==> src/pkg/arp_pkg.sv <==
// arp_pkg: constants, types and register map of the result readout port.
// assumes a 100 MHz system clock and a 16-bit conversion result.
package arp_pkg;

    // system clock rate in MHz
    localparam int CLK_MHZ      = 100;
    // conversion time of the converter core, ns (least time, rounds up)
    localparam int CONV_TIME_NS = 700;
    localparam int CONV_CYCLES  = (CONV_TIME_NS * CLK_MHZ + 999) / 1000;
    // width of the incomplete-read pulse, ns (least time, rounds up)
    localparam int ERR_PULSE_NS = 40;
    localparam int ERR_CYCLES   = (ERR_PULSE_NS * CLK_MHZ + 999) / 1000;

    // widths
    localparam int RES_W = 16;
    localparam int DIV_W = 8;
    localparam int OVC_W = 8;
    localparam int CFG_W = 6;

    // register byte offsets on the avalon bus
    localparam logic [3:0] ADDR_CONFIG  = 4'h0;
    localparam logic [3:0] ADDR_STATUS  = 4'h4;
    localparam logic [3:0] ADDR_RESULT  = 4'h8;
    localparam logic [3:0] ADDR_DIVIDER = 4'hC;

    // status register bit positions
    localparam int ST_BUSY_BIT = 0;
    localparam int ST_READ_BIT = 1;
    localparam int ST_ERR_BIT  = 2;
    localparam int ST_OVC_LSB  = 8;

    // data pin indices that carry serial functions
    localparam int PIN_SDO  = 8;
    localparam int PIN_SCLK = 9;
    localparam int PIN_SYNC = 10;
    localparam int PIN_ERR  = 11;

    // serial bit counter and master clock quarters
    localparam logic [3:0] LAST_BIT = 4'hF;
    localparam logic [1:0] Q_DATA   = 2'h0;
    localparam logic [1:0] Q_RISE   = 2'h1;
    localparam logic [1:0] Q_HIGH   = 2'h2;
    localparam logic [1:0] Q_FALL   = 2'h3;

    // readout configuration, bit 0 is ser_sel
    typedef struct packed {
        logic rd_timing;  // master: 1 = previous result during conversion
        logic coding;     // 1 = two's complement, 0 = straight binary
        logic frame_pol;  // 1 = frame sync active low
        logic clk_inv;    // 1 = serial clock inverted
        logic clk_src;    // 1 = external (slave) clock
        logic ser_sel;    // 1 = serial, 0 = parallel
    } arp_cfg_t;

    // reset values
    localparam arp_cfg_t         CFG_RESET = 6'h00;
    localparam logic [DIV_W-1:0] DIV_RESET = 8'h04;

    // data pin bundle
    typedef struct packed {
        logic [RES_W-1:0] out;
        logic [RES_W-1:0] oe;
    } arp_pins_t;

    // serial read sequencer states
    typedef enum logic [1:0] {
        ST_IDLE   = 2'b00,
        ST_MASTER = 2'b01,
        ST_SLAVE  = 2'b10,
        ST_HOLD   = 2'b11
    } arp_rd_state_t;

endpackage

==> src/hdl/arp_readout_port.sv <==
// arp_readout_port: result readout port of a 16-bit converter, with
// parallel and serial (master or slave clocked) output and avalon setup.
// assumes sample_data is settled on sys_clk when a conversion ends and
// that all host pins are asynchronous; the pad ring resolves d_out/d_oe.
//
// The register addresses and the Avalon-MM slave port were left to the implementer.
`timescale 1ns/100ps
module arp_readout_port
    import arp_pkg::*;
#(
    parameter int CONV_LEN = CONV_CYCLES,  // conversion length, cycles
    parameter int ERR_LEN  = ERR_CYCLES    // overrun pulse, cycles
) (
    // clock and reset
    input  wire logic             sys_clk,
    input  wire logic             rst_n,
    // avalon-mm register slave
    input  wire logic [3:0]       avs_address,
    input  wire logic             avs_read,
    input  wire logic             avs_write,
    input  wire logic [31:0]      avs_writedata,
    output logic      [31:0]      avs_readdata,
    output logic                  avs_waitrequest,
    // converter core result
    input  wire logic [RES_W-1:0] sample_data,
    // host pins
    input  wire logic             conversion_start_n,
    input  wire logic             cs_n,
    input  wire logic             rd_n,
    input  wire logic             link_sclk_in,
    output logic                  busy,
    output logic      [RES_W-1:0] d_out,
    output logic      [RES_W-1:0] d_oe
);

    // counter widths derived from the lengths
    localparam int CW = $clog2(CONV_LEN + 1);
    localparam int EW = $clog2(ERR_LEN + 1);
    localparam logic [CW-1:0] CONV_LAST = CW'(CONV_LEN - 1);
    localparam logic [EW-1:0] ERR_LOAD  = EW'(ERR_LEN);

    // result coding: two's complement is straight binary with msb flipped
    function automatic logic [RES_W-1:0] code_result(
        input logic [RES_W-1:0] raw,
        input logic             twos
    );
        code_result = twos ? {~raw[RES_W-1], raw[RES_W-2:0]} : raw;
    endfunction

    // one clock edge of the chosen polarity on a sampled clock level
    function automatic logic clk_edge(
        input logic prev,
        input logic now,
        input logic falling
    );
        clk_edge = falling ? (prev & ~now) : (~prev & now);
    endfunction

    // pin synchronisation
    logic [3:0] pin_raw;   // start, select, read, serial clock
    logic [3:0] pin_sync;  // same, two flops later
    logic       s_cnv_n;   // synced conversion start
    logic       s_cs_n;    // synced converter select
    logic       s_rd_n;    // synced read
    logic       s_sclk;    // synced external serial clock

    assign pin_raw = {conversion_start_n, cs_n, rd_n, link_sclk_in};

    // idle levels at reset: start, select and read high, clock low
    arp_sync #(
        .W       (4),
        .RST_VAL (4'hE)
    ) u_sync (
        .clk      (sys_clk),
        .rst_n    (rst_n),
        .async_in (pin_raw),
        .sync_out (pin_sync)
    );

    assign s_cnv_n = pin_sync[3];
    assign s_cs_n  = pin_sync[2];
    assign s_rd_n  = pin_sync[1];
    assign s_sclk  = pin_sync[0];

    // state of all groups
    logic             ack;          // avalon answer cycle
    logic             next_ack;
    logic [31:0]      rdata;        // registered read data
    logic [31:0]      next_rdata;
    arp_cfg_t         cfg;          // software configuration
    arp_cfg_t         next_cfg;
    logic [DIV_W-1:0] div;          // master clock quarter length - 1
    logic [DIV_W-1:0] next_div;
    logic [31:0]      status_word;  // live status view

    logic             next_busy;
    logic [CW-1:0]    conv_cnt;     // cycles left in the conversion
    logic [CW-1:0]    next_conv_cnt;
    logic [RES_W-1:0] result;       // coded result of last conversion
    logic [RES_W-1:0] next_result;
    logic             cnv_prev;     // start level one cycle ago
    logic             conv_done;    // one-cycle pulse at latch
    logic             next_conv_done;

    arp_rd_state_t    state;        // serial read sequencer
    arp_rd_state_t    next_state;
    arp_cfg_t         cfg_act;      // configuration of current read
    arp_cfg_t         next_cfg_act;
    logic [RES_W-1:0] shreg;        // output shift register
    logic [RES_W-1:0] next_shreg;
    logic [3:0]       bit_cnt;      // bits already sent
    logic [3:0]       next_bit_cnt;
    logic [DIV_W-1:0] div_cnt;      // cycles inside a quarter
    logic [DIV_W-1:0] next_div_cnt;
    logic [1:0]       quarter;      // master clock quarter
    logic [1:0]       next_quarter;
    logic [EW-1:0]    err_cnt;      // overrun pulse cycles left
    logic [EW-1:0]    next_err_cnt;
    logic [OVC_W-1:0] ovr_count;    // overruns seen, wraps
    logic [OVC_W-1:0] next_ovr_count;
    logic             sclk_prev;    // synced clock one cycle ago
    logic             next_sclk_prev;

    arp_pins_t        pins;         // registered data pins
    arp_pins_t        next_pins;

    // combinational helpers
    logic rd_en;       // host has both select and read low
    logic slave_edge;  // active external clock edge, gated by select
    logic reading;     // serial bits are being presented
    logic sclk_gen;    // internally made serial clock, before invert
    logic err_on;      // overrun pulse is running

    assign rd_en      = ~s_cs_n & ~s_rd_n;
    assign slave_edge = ~s_cs_n &
                        clk_edge(sclk_prev, s_sclk, cfg_act.clk_inv);
    assign reading    = (state == ST_MASTER) | (state == ST_SLAVE);
    assign sclk_gen   = (state == ST_MASTER) &
                        ((quarter == Q_RISE) | (quarter == Q_HIGH));
    assign err_on     = (err_cnt != '0);

    // status view for the bus
    always_comb begin
        status_word = '0;
        status_word[ST_BUSY_BIT] = busy;
        status_word[ST_READ_BIT] = (state != ST_IDLE);
        status_word[ST_ERR_BIT]  = err_on;
        status_word[ST_OVC_LSB +: OVC_W] = ovr_count;
    end

    // avalon slave: every access waits one cycle, then answers; read data
    // are caught in the waiting cycle so they stand at the answer edge
    always_comb begin
        next_ack   = (avs_read | avs_write) & ~ack;
        next_rdata = rdata;
        next_cfg   = cfg;
        next_div   = div;
        if (avs_read & ~ack) begin
            case (avs_address)
                ADDR_CONFIG:  next_rdata = 32'(cfg);
                ADDR_STATUS:  next_rdata = status_word;
                ADDR_RESULT:  next_rdata = 32'(result);
                ADDR_DIVIDER: next_rdata = 32'(div);
                default:      next_rdata = 32'h0;  // unmapped reads zero
            endcase
        end
        // a write lands only at the edge where waitrequest is low
        if (avs_write & ack) begin
            case (avs_address)
                ADDR_CONFIG:  next_cfg = arp_cfg_t'(avs_writedata[CFG_W-1:0]);
                ADDR_DIVIDER: next_div = avs_writedata[DIV_W-1:0];
                default:      ;  // read-only or unmapped: ignored
            endcase
        end
    end

    always_ff @(posedge sys_clk or negedge rst_n) begin
        if (!rst_n) begin
            ack   <= 1'b0;
            rdata <= 32'h0;
            cfg   <= CFG_RESET;
            div   <= DIV_RESET;
        end else begin
            ack   <= next_ack;
            rdata <= next_rdata;
            cfg   <= next_cfg;
            div   <= next_div;
        end
    end

    assign avs_readdata    = rdata;
    assign avs_waitrequest = (avs_read | avs_write) & ~ack;

    // conversion timing: a start edge while idle runs a fixed count, then
    // the coded core result is latched and busy falls in the same cycle
    always_comb begin
        next_busy      = busy;
        next_conv_cnt  = conv_cnt;
        next_result    = result;
        next_conv_done = 1'b0;
        if (busy) begin
            if (conv_cnt == '0) begin
                next_busy      = 1'b0;
                next_result    = code_result(sample_data,
                                             cfg.coding);
                next_conv_done = 1'b1;
            end else begin
                next_conv_cnt = conv_cnt - 1'b1;
            end
        end else if (cnv_prev & ~s_cnv_n) begin
            // start edges during a conversion are dropped
            next_busy     = 1'b1;
            next_conv_cnt = CONV_LAST;
        end
    end

    always_ff @(posedge sys_clk or negedge rst_n) begin
        if (!rst_n) begin
            busy      <= 1'b0;
            conv_cnt  <= '0;
            result    <= '0;
            cnv_prev  <= 1'b1;
            conv_done <= 1'b0;
        end else begin
            busy      <= next_busy;
            conv_cnt  <= next_conv_cnt;
            result    <= next_result;
            cnv_prev  <= s_cnv_n;
            conv_done <= next_conv_done;
        end
    end

    // serial read sequencer
    always_comb begin
        next_state     = state;
        next_cfg_act   = cfg_act;
        next_shreg     = shreg;
        next_bit_cnt   = bit_cnt;
        next_div_cnt   = div_cnt;
        next_quarter   = quarter;
        next_err_cnt   = err_on ? err_cnt - 1'b1 : err_cnt;
        next_ovr_count = ovr_count;
        next_sclk_prev = s_sclk;
        case (state)
            ST_IDLE: begin
                // settings follow software only between reads
                next_cfg_act = cfg;
                next_shreg   = result;
                next_bit_cnt = '0;
                next_div_cnt = '0;
                next_quarter = Q_DATA;
                if (rd_en & cfg.ser_sel) begin
                    if (!cfg.clk_src) begin
                        // low timing select waits for the new result
                        if (cfg.rd_timing | ~busy) begin
                            next_state = ST_MASTER;
                        end
                    end else begin
                        next_state = ST_SLAVE;
                    end
                end
            end
            ST_MASTER: begin
                if (!rd_en) begin
                    // host let go: the read is abandoned
                    next_state = ST_IDLE;
                end else if (div_cnt == div) begin
                    next_div_cnt = '0;
                    next_quarter = 2'(quarter + 2'h1);
                    // data move at the end of the falling quarter, far
                    // from both edges, so both edges see stable data
                    if (quarter == Q_FALL) begin
                        next_shreg = {shreg[RES_W-2:0], 1'b0};
                        next_bit_cnt = bit_cnt + 1'b1;
                        if (bit_cnt == LAST_BIT) begin
                            next_state = ST_HOLD;
                        end
                    end
                end else begin
                    next_div_cnt = div_cnt + 1'b1;
                end
            end
            ST_SLAVE: begin
                if (conv_done) begin
                    // new result while unread: old data lost, flag pulsed
                    next_state     = ST_HOLD;
                    next_err_cnt   = ERR_LOAD;
                    next_ovr_count = ovr_count + 1'b1;
                end else if (slave_edge) begin
                    next_shreg   = {shreg[RES_W-2:0], 1'b0};
                    next_bit_cnt = bit_cnt + 1'b1;
                    if (bit_cnt == LAST_BIT) begin
                        next_state = ST_HOLD;
                    end
                end
            end
            ST_HOLD: begin
                // one read per select/read assertion
                if (!rd_en) begin
                    next_state = ST_IDLE;
                end
            end
            default: begin
                next_state = ST_IDLE;
            end
        endcase
    end

    always_ff @(posedge sys_clk or negedge rst_n) begin
        if (!rst_n) begin
            state     <= ST_IDLE;
            cfg_act   <= CFG_RESET;
            shreg     <= '0;
            bit_cnt   <= '0;
            div_cnt   <= '0;
            quarter   <= Q_DATA;
            err_cnt   <= '0;
            ovr_count <= '0;
            sclk_prev <= 1'b0;
        end else begin
            state     <= next_state;
            cfg_act   <= next_cfg_act;
            shreg     <= next_shreg;
            bit_cnt   <= next_bit_cnt;
            div_cnt   <= next_div_cnt;
            quarter   <= next_quarter;
            err_cnt   <= next_err_cnt;
            ovr_count <= next_ovr_count;
            sclk_prev <= next_sclk_prev;
        end
    end

    // pin mux: everything floats unless the host selects and reads
    always_comb begin
        next_pins.out = '0;
        next_pins.oe  = '0;
        if (rd_en) begin
            if (!cfg_act.ser_sel) begin
                // parallel: whole word, pins 8..11 as plain bits
                next_pins.out = result;
                next_pins.oe  = '1;
            end else begin
                // serial: only pins 8..11 may drive; pins 0..7 and
                // 12..15 stay off
                next_pins.out[PIN_SDO]  = reading & shreg[RES_W-1];
                next_pins.out[PIN_SCLK] = sclk_gen ^ cfg_act.clk_inv;
                next_pins.out[PIN_SYNC] = (state == ST_MASTER) ^
                                          cfg_act.frame_pol;
                next_pins.out[PIN_ERR]  = cfg_act.clk_src ?
                                          err_on : result[PIN_ERR];
                next_pins.oe[PIN_SDO]   = 1'b1;
                next_pins.oe[PIN_SCLK]  = ~cfg_act.clk_src;
                next_pins.oe[PIN_SYNC]  = 1'b1;
                next_pins.oe[PIN_ERR]   = 1'b1;
            end
        end
    end

    // pins come from flops, so they lag the sequencer by one cycle;
    // data and clock move together, keeping their relation intact
    always_ff @(posedge sys_clk or negedge rst_n) begin
        if (!rst_n) begin
            pins <= '0;
        end else begin
            pins <= next_pins;
        end
    end

    assign d_out = pins.out;
    assign d_oe  = pins.oe;

endmodule // arp_readout_port

==> src/hdl/arp_sync.sv <==
// arp_sync: two flip-flop synchroniser for a group of pin levels.
// assumes each bit is an independent level; no bus coherence is given.
`timescale 1ns/100ps
module arp_sync
    import arp_pkg::*;
#(
    parameter int             W       = 1,
    parameter logic [W-1:0]   RST_VAL = '0
) (
    // clock and reset
    input  wire logic         clk,
    input  wire logic         rst_n,
    // levels
    input  wire logic [W-1:0] async_in,
    output logic      [W-1:0] sync_out
);

    logic [W-1:0] meta;       // first stage, read only by the second
    logic [W-1:0] next_meta;
    logic [W-1:0] next_sync;

    // next values: plain shift through the two stages
    always_comb begin
        next_meta = async_in;
        next_sync = meta;
    end

    // registers only
    always_ff @(posedge clk or negedge rst_n) begin
        if (!rst_n) begin
            meta     <= RST_VAL;
            sync_out <= RST_VAL;
        end else begin
            meta     <= next_meta;
            sync_out <= next_sync;
        end
    end

endmodule // arp_sync

==> config.mk <==
export PLATFORM = sky130hd
export DESIGN_NAME = arp_readout_port
export DESIGN_NICKNAME = d
export VERILOG_FILES = /design/src/pkg/arp_pkg.sv /design/src/hdl/arp_readout_port.sv /design/src/hdl/arp_sync.sv
export SDC_FILE = /design/constraint.sdc
export NUM_CORES = 1
export LEC_CHECK = 0
export ABC_CLOCK_PERIOD_IN_PS = 2730
export BUFFER_PORTS_ARGS = -buffer_cell sky130_fd_sc_hd__buf_2
export CAP_MARGIN = 25
export CORE_MARGIN = 5
export CORE_UTILIZATION = 55
export DETAILED_ROUTE_END_ITERATION = 6
export GPL_TIMING_DRIVEN = 0
export MAX_ROUTING_LAYER = met4
export PLACE_DENSITY_LB_ADDON = 0.12
export SLEW_MARGIN = 20
export SYNTH_ARGS = -nofsm -noshare
export SYNTH_HDL_FRONTEND = slang
export SYNTH_SLANG_ARGS = --single-unit
==> constraint.sdc <==
create_clock -name sys_clk -period 2.73 [get_ports sys_clk]
set_input_delay 0 -clock sys_clk [delete_from_list [all_inputs] [get_ports sys_clk]]
set_output_delay 0 -clock sys_clk [all_outputs]
set_load 0.1 [all_outputs]
==> flow_summary.toml, run 1 <==
[detailed_routing]
drc = 0
vias_per_cell = 5.28
wl_per_cell_um = 16.9
final_antenna_net_count = 0
routed_wl_um = 13800
via_count = 4299
drt-initial-drc-count = 270
drtPass1Iterations = 4

[logic_synthesis]
synth-edff-count = 0
ys_ff_latch = 132
ys_types = 55
yosysTopAreaCellShare = 0.503
synth_area_leaders = "dfrtp_1 50%, mux2_2 9.5%, mux2_4 4.1%, buf_4 3.7%, dfstp_2 3.4%"
syn_area_per_cell_um2 = 12.1
async_flop_share = 1.00
postSynthCellCount = 508
synth_top_area_cell = "dfrtp_1"
synth-seq-area-share = 0.538
synth_area_mm2 = 0.00616
ys.flop_type = "dfrtp_1"
synth_warnings = 0

[pwr]
powerDensity_mw_per_mm2 = 1110
ir_drop_mv = 0.743
cellLeakagePower_uw = 0.00388
total_power_uw = 8670

[place]
place_hpwl_um = 9470
dpl_cell_area_mm2 = 0.00686
io_buffers = 85
place_congestion = 0.849

[timing]
relSlewSlack = 0.484
tns_ns = 0
setup_viol = 0
slew_viol_final = 0
whs_ns = 0.0316
fmax_mhz = 435
rsz0062_at_grt = "false"
min_period_over_period = 0.842
hold_violations = 0
period_minus_slack_ns = 2.30
worst_pin_slew_ns = 0.768
skew_ns = 0.00845

[floorplanning]
rows = 38
core_mm2 = 0.0109
die-height_um = 116
num_io_pins = 126
fp.dieW_um = 116
start_util = 0.564
design.die.area_mm2 = 0.0134

[clock_network]
root_buffer = "clkbuf_16"
numCtsBuffers = 17
cts_resized = 0
clk_pin_slew_ns = 0.06
cts_setup_buffers = 0
cts_hold_buf = 33
ctsHtreeMaxLevel = 4
clk_path_buf_depth = 2
tritoncts = "yes"
cts_sinks = 132
clk_latency_ns = 0.42

[finish]
fillCellCount = 786
syn_to_final_growth_pct = 27.1
antenna_cells = 0
stdcell_area_mm2 = 0.00784
drive_above_1_share = 0.356
final_core_util = 0.716
fin_nets = 733

[critical_path]
reg2reg_from = "conv_cnt[3]"
critPathKind = "reg2reg"
reg2reg_to = "result[9]"
crit_required_ns = 3.03
end_kind = "flip-flop"
startpoint_type = "flip-flop"
reg2reg_slack_ns = 0.43
critPathArrivalTime_ns = 2.60
crit_fanout = 10
r2r_cells = 4

[grt]
overflow = 0
antenna_found_initial = 0
grt_max_degree = 83
grt_pass1_wl_um = 23100
grtUsageTotal = 0.234
first_global_vias = 4516

[worst_hold_path]
min_to = "avs_readdata[2]"
min-delay-start = "avs_address[1]"
hp-class = "in2reg"
worst_hold_path.num_cells = 3

[run_status]
outcome = "finished clean"

[job]
cap_violations = 0
## report_power, final
part,switching [µW],internal (µW)
clock network,810,1650
registers,456,2460
logic,1860,1440
## through the flow
| step | setup WS, ns | std cells |
|---|---|---|
| after floorplan | 0.293 | 523 |
| after global placement | -0.0410 | 748 |
| after detailed placement | 0.461 | 749 |
| after CTS | 0.448 | 814 |
| after global routing | 0.324 | 814 |
| final | 0.432 | 814 |
## registers in the layout (all words and copies together) (netlist names), 2 cells and up
signal / cells
avs_readdata: 16
bit_cnt: 4
cfg: 6
cfg_act: 4
conv_cnt: 7
d_oe: 3
d_out: 16
div: 8
div_cnt: 8
err_cnt: 3
ovr_count: 8
quarter: 2
result: 16
shreg: 16
state: 2
u_sync.meta: 4
u_sync.sync_out: 4
## logic make-up (layout without fill, tap and decap cells)
group / Yosys count / count (layout) / share of synthesized area
fa+ha+maj: 12 / 12 / 0.0244
mux: 75 / 75 / 0.152
flops: 132 / 132 / 0.538
simple gates: 125 / 125 / 0.106
compound gates: 74 / 74 / 0.0812
buf+inv: 65 / 216 / 0.0637
xor+xnor: 24 / 24 / 0.0341
other cells: 1 / 16 / 0.000608
## per-layer routing
layer	share of wire	track usage
met1	0.43	0.289
met2	0.50	0.381
met3	0.045	0.0491
met4	0.018	0.0905
met5	0	-
## cell usage after synthesis (all sizes together) (2+ instances only)
library cell  count
dfstp             8
o211ai            4
a21oi            12
nor2             25
o21a              2
inv              17
or3               3
a21o              3
nand3            12
nor3b             2
nand4             4
a22oi            11
o31ai             2
nor2b             5
a31oi             6
mux2             69
and2             14
buf              37
mux4              3
mux2i             3
nor3              4
nor4              4
a211oi            4
o21ai            18
and3              5
a22o              5
ha               12
clkbuf           11
nand2            35
xor2             11
nand2b            8
xnor2            13
dfrtp           124
## placed cells by master, fill, tap and decap left out, types with 12 or more instances in the layout
cell,count
dfrtp_1,124
buf_2,87
mux2_2,52
nand2_1,35
dlygate4sd3_1,33
buf_4,30
nor2_1,25
o21ai_0,18
mux2_4,17
clkbuf_16,17
inv_1,16
conb_1,16
clkbuf_1,13
xnor2_1,13
and2_1,13
nand3_1,12
ha_1,12
## critical path, cell delays in order, from the launching register on
cell,delay [ns]
dfrtp_1,0.41
or3_1,0.46
nor4_4,0.60
buf_4,0.33
mux2_2,0.35
## area by class of cell
cell class,count,area [µm²],share of cell area
plain buffers,48,329,0.0420
clock buffers,24,502,0.0640
clock inverters,8,145,0.0185
inverters,17,63.8,0.00814
multi-input cells,326,2510,0.321
flip-flops and latches,132,3310,0.423
well taps,140,175,0.0224
repair buffers,119,793,0.101
## worst max-delay path by stage
stage	startpoint	endpoint	slack (ns)	cells after the start
6_report	conv_cnt[3]	result[9]	0.43	4
5_1_grt	state[0]	shreg[8]	0.32	5
4_1_cts	conv_cnt[3]	result[9]	0.45	4
3_5_place_dp	conv_cnt[3]	result[11]	0.46	4
3_3_place_gp	rst_n	conv_cnt[0]	-0.04	1
2_1_floorplan	busy	result[10]	0.29	4
(Power assumes the default switching activity.)
==> run 2: changes to the inputs <==
--- a/config.mk
+++ b/config.mk
@@ -5,11 +5,11 @@
 export SDC_FILE = /design/constraint.sdc
 export NUM_CORES = 1
 export LEC_CHECK = 0
-export ABC_CLOCK_PERIOD_IN_PS = 2730
+export ABC_CLOCK_PERIOD_IN_PS = 1900
 export BUFFER_PORTS_ARGS = -buffer_cell sky130_fd_sc_hd__buf_2
 export CAP_MARGIN = 25
 export CORE_MARGIN = 5
-export CORE_UTILIZATION = 55
+export CORE_UTILIZATION = 50
 export DETAILED_ROUTE_END_ITERATION = 6
 export GPL_TIMING_DRIVEN = 0
 export MAX_ROUTING_LAYER = met4
==> constraint.sdc (replaced) <==
create_clock -name sys_clk -period 1.9 [get_ports sys_clk]
set_input_delay 0 -clock sys_clk [delete_from_list [all_inputs] [get_ports sys_clk]]
set_output_delay 0 -clock sys_clk [all_outputs]
set_load 0.1 [all_outputs]
==> run 2 against run 1 <==
Effect of this change: final area up 4.2%; non-clock buffer count grew 17; core utilization shrank 3.9 points; sequential power rose by 45%; count of clock-buffer cells in the layout fell by 3; die area rose by 9.1%; worst setup slack lost 0.58 ns; total power increased by 49%; the flow now finishes with violations (setup timing); largest power group unchanged; largest cell class unchanged; global-route usage down 1.8 points; first-iteration DRC count increased by 3.0%; wire length rose by 6.8%; flip-flop and latch count stayed put.
==> flow_summary.toml, run 2 (same netlist as run 1, synthesis figures left out) <==
[run_status]
outcome = "finished, violations left"
violations = "setup timing"

[timing]
fmax_mhz = 489
slew_viol_final = 0
setup_viol = 21
setup_slack_ns = -0.146
tns_ns = -2.31
worst_pin_slew_ns = 0.695
relSlewSlack = 0.535
min_period_over_period = 1.08
skew_ns = 0.00689
hold_violations = 0
period_minus_slack_ns = 2.05
rsz0062_at_grt = "true"

[critical_path]
startpoint_type = "flip-flop"
worstPathCellList = "or4b_4 > a21o_1 > a21oi_2 > and2_4 > buf_12 > mux2_4"
crit_slowest_cell = "or4b_4"
critPathKind = "reg2reg"
cpPeakStageDelay_ns = 0.53
crit_required_ns = 2.20
crit_fanout = 10
critPathArrivalTime_ns = 2.34
end_kind = "flip-flop"

[place]
place_congestion = 0.835
place_hpwl_um = 10000
place_ws_ns = -0.366
io_buffers = 85
placedCellCount = 777

[floorplanning]
design.die.area_mm2 = 0.0146
fp.dieW_um = 121
core_mm2 = 0.0121
rows = 40
start_util = 0.511
die-height_um = 121
num_io_pins = 126

[detailed_routing]
drt-initial-drc-count = 278
drtPass1Iterations = 4
via_count = 4434
final_antenna_net_count = 0
vias_per_cell = 5.16
wl_per_cell_um = 17.1
drc = 0
routed_wl_um = 14700

[clock_network]
tritoncts = "yes"
clk_path_buf_depth = 2
cts_sinks = 132
ctsHtreeMaxLevel = 4
clk_latency_ns = 0.42
root_buffer = "clkbuf_16"
clk_pin_slew_ns = 0.06
numCtsBuffers = 17

[finish]
final_cell_mix = "122 x dfrtp_1, 87 x buf_2, 49 x mux2_2"
multi_input_area_mm2 = 0.00267
final_common_cell = "dfrtp_1"
drive_above_1_share = 0.408
fillCellCount = 894
instances_no_fill = 859
fin_nets = 750
area.sequential_mm2 = 0.00332
antenna_cells = 0
syn_to_final_growth_pct = 32.5

[grt]
grt_max_degree = 80
overflow = 0
antenna_found_initial = 0
grt_pass1_wl_um = 23700
first_global_vias = 4666
grtUsageTotal = 0.217

[pwr]
swShare = 0.365
ir_drop_mv = 1.17
total_power_uw = 12900
power_frac_comb = 0.409
power.switching_uw = 4720
cellLeakagePower_uw = 0.00400
power.clock.fraction = 0.263
powerDensity_mw_per_mm2 = 1580
seqPwrFrac = 0.328
intPower_uw = 8190

[worst_hold_path]
hp-class = "in2async"

[job]
cap_violations = 0
-- run 2: cell count changes in the layout (fill, tap and decap cells not counted), sizes merged --
cell         delta
clkinv          +4
dlygate4sd3     +1
clkinvlp        -1
buf            +19
clkbuf          -6
-- run 2: final timing paths --
path | cells after the start | slack (ns) | to | startpoint
setup / recovery | 6 | -0.15 | shreg[6] | u_sync.sync_out[2]
hold / removal | 2 | 0.09 | avs_readdata[14] | rst_n
setup reg to reg | 6 | -0.15 | shreg[6] | u_sync.sync_out[2]
hold reg to reg | 0 | 0.35 | u_sync.sync_out[3] | u_sync.meta[3]
max in group asynchronous | 3 | 1.04 | cnv_prev | rst_n
min in group sys_clk | 4 | 0.22 | avs_readdata[6] | avs_address[2]
-- run 2: repair_timing --
action	in CTS	in global routing
gates resized for setup	12	29
gates cloned	0	1
hold endpoints to repair	170	0
hold buffers	34	0
setup endpoints to repair	50	62
setup buffers	9	9
pin swaps	4	8
-- run 2: layer usage --
| metal | wire (µm) | vias to the layer above | track usage |
|---|---|---|---|
| met5 | 0 | - | - |
| met3 | 644 | 20 | 0.0517 |
| met1 | 6440 | 2216 | 0.267 |
| met2 | 7410 | 122 | 0.355 |
| met4 | 204 | 0 | 0.0680 |
| li1 | - | 2076 | - |
-- run 2: cell type report --
class | count | share of cell area
Timing Repair Buffer | 139 | 0.117
Tap cell | 168 | 0.0257
Sequential cell | 132 | 0.406
Multi-Input combinational cell | 326 | 0.327
Buffer | 45 | 0.0421
Clock buffer | 21 | 0.0551
Clock inverter | 11 | 0.0193
Inverter | 17 | 0.00781
-- run 2: power groups by stage --
stage | Sequential, µW | Combinational, µW | Clock (µW)
after detailed placement | 4270 | 4730 | 0
final | 4230 | 5280 | 3390
after floorplan | 4630 | 3330 | 0
after global placement | 4220 | 4580 | 0
after CTS | 4220 | 5020 | 3450
after global routing | 4320 | 5660 | 3590
-- run 2: metrics by stage --
stage	instance area [µm²]	utilization	hold slack [ns]
3_3_place_gp	6880	0.571	0.106
3_5_place_dp	6920	0.574	-0.0592
4_1_cts	7970	0.661	0.0910
6_report	8170	0.677	0.0947
5_1_grt	8170	0.677	0.122
2_1_floorplan	6250	-	-0.296
-- run 2: critical path: cells and delay by family, from the launching register on --
kind	cells	cell delay, ns
flops	1	0.37
compound gates	2	0.36
buf+inv	1	0.15
mux	1	0.31
simple gates	2	0.74
==> run 3: changes to the inputs <==
--- a/config.mk
+++ b/config.mk
@@ -14,6 +14,7 @@
 export GPL_TIMING_DRIVEN = 0
 export MAX_ROUTING_LAYER = met4
 export PLACE_DENSITY_LB_ADDON = 0.12
+export SKIP_LAST_GASP = 1
 export SLEW_MARGIN = 20
 export SYNTH_ARGS = -nofsm -noshare
 export SYNTH_HDL_FRONTEND = slang
==> run 3 against run 2 <==
Effect of this change: the flow still finishes with violations (setup timing); cell count is the same; clock skew grew 0.0018 ns; total power shrank 0.45%; wire length shrank 0.28%; register-to-register slack is essentially flat; largest power group unchanged.
==> flow_summary.toml, run 3 (same netlist as run 1, synthesis figures left out) <==
[floorplanning]
core_mm2 = 0.0121
rows = 40
die-height_um = 121
num_io_pins = 126
start_util = 0.511
design.die.area_mm2 = 0.0146
fp.dieW_um = 121

[pwr]
power_frac_comb = 0.407
seqPwrFrac = 0.330
total_power_uw = 12900
swShare = 0.366
intPower_uw = 8150
ir_drop_mv = 1.17
powerDensity_mw_per_mm2 = 1580
power.clock.fraction = 0.264
power.switching_uw = 4700
cellLeakagePower_uw = 0.00400

[detailed_routing]
wl_per_cell_um = 17.1
routed_wl_um = 14700
drtPass1Iterations = 4
vias_per_cell = 5.12
via_count = 4397
final_antenna_net_count = 0
drc = 0
drt-initial-drc-count = 280

[timing]
period_minus_slack_ns = 2.04
setup_viol = 21
skew_ns = 0.00866
slew_viol_final = 0
relSlewSlack = 0.538
setup_slack_ns = -0.143
worst_pin_slew_ns = 0.691
rsz0062_at_grt = "true"
min_period_over_period = 1.08
whs_ns = 0.0911
hold_violations = 0
fmax_mhz = 489

[finish]
syn_to_final_growth_pct = 32.3
fin_nets = 750
antenna_cells = 0
final_cell_mix = "122 x dfrtp_1, 87 x buf_2, 49 x mux2_2"
final_common_cell = "dfrtp_1"
instances_no_fill = 859
fillCellCount = 893
final_core_util = 0.676
drive_above_1_share = 0.408

[clock_network]
clk_pin_slew_ns = 0.06
tritoncts = "yes"
cts_sinks = 132
clk_path_buf_depth = 2
root_buffer = "clkbuf_16"
numCtsBuffers = 17
ctsHtreeMaxLevel = 4
clk_latency_ns = 0.42

[run_status]
outcome = "finished, violations left"
violations = "setup timing"

[grt]
overflow = 0
antenna_found_initial = 0
grtUsageTotal = 0.217
first_global_vias = 4666
grt_max_degree = 80
grt_pass1_wl_um = 23700

[place]
io_buffers = 85
placedCellCount = 777
place_congestion = 0.835
place_hpwl_um = 10000

[worst_hold_path]
hp-class = "in2async"

[critical_path]
crit_fanout = 10
crit_slowest_cell = "or4b_4"
critPathKind = "reg2reg"
end_kind = "flip-flop"
crit_required_ns = 2.20
critPathArrivalTime_ns = 2.34
cpPeakStageDelay_ns = 0.53
worstPathCellList = "or4b_4 > a21o_1 > a21oi_2 > and2_4 > buf_12 > mux2_4"
startpoint_type = "flip-flop"

[job]
cap_violations = 0
==> run 3: cell types whose count changed in the layout (fill, tap and decap cells not counted) <==
cell and delta:
ha_4 -1, ha_2 +1, buf_4 +1, buf_6 -1
==> run 3: power groups by stage <==
stage	Sequential, µW	Clock, µW	Combinational, µW
after floorplan	4630	0	3330
after detailed placement	4270	0	4730
after global routing	4320	3590	5600
after global placement	4220	0	4580
after CTS	4220	3450	5020
final	4240	3390	5230
==> run 3: critical path: cells and delay by family (launching register included) <==
kind                   cells  cell delay (ns)
multiplexers               1             0.31
buffers and inverters      1             0.15
AO/OA/AOI/OAI              2             0.36
AND/OR/NAND/NOR            2             0.74
flip-flops                 1             0.37
==> run 3: cell type report <==
class,instances,area (µm²),share of cell area
clock inverter,11,158,0.0193
buffer,45,344,0.0422
multi-input combinational,326,2660,0.326
clock buffer,21,450,0.0552
timing repair buffer,139,951,0.117
inverter,17,63.8,0.00783
tap,168,210,0.0258
sequential,132,3320,0.407
==> run 3: worst paths after layout <==
check	start	end	slack [ns]	depth (start not counted)
max reg2reg	u_sync.sync_out[2]	shreg[6]	-0.14	6
max in group asynchronous	rst_n	cnv_prev	1.04	3
min in group sys_clk	avs_address[2]	avs_readdata[6]	0.22	4
max	u_sync.sync_out[2]	shreg[6]	-0.14	6
min reg2reg	u_sync.meta[3]	u_sync.sync_out[3]	0.35	0
min	rst_n	avs_readdata[14]	0.09	2
==> run 3: metal layers <==
metal  track usage  wire [µm]  vias up
li1              -          -     2078
met4        0.0680        179        0
met3        0.0517        631       17
met5             -          0        -
met2         0.355       7390      117
met1         0.267       6450     2185
==> run 3: through the flow <==
| step | area (µm²) | setup TNS (ns) | setup slack [ns] |
|---|---|---|---|
| 6_report | 8150 | -2.26 | -0.143 |
| 5_1_grt | 8150 | -4.09 | -0.219 |
| 4_1_cts | 7970 | -3.04 | -0.175 |
| 3_5_place_dp | 6920 | -10.20 | -0.366 |
| 3_3_place_gp | 6880 | -119.67 | -1.33 |
| 2_1_floorplan | 6250 | -1.23 | -0.0575 |
==> run 3: what timing repair did <==
item                       in CTS  in global routing
pin swaps                       4                  8
resized for setup              12                 27
hold buffers                   34                  0
hold endpoints to repair      170                  0
cloned                          0                  1
setup endpoints to repair      50                 62
buffers inserted                9                  9
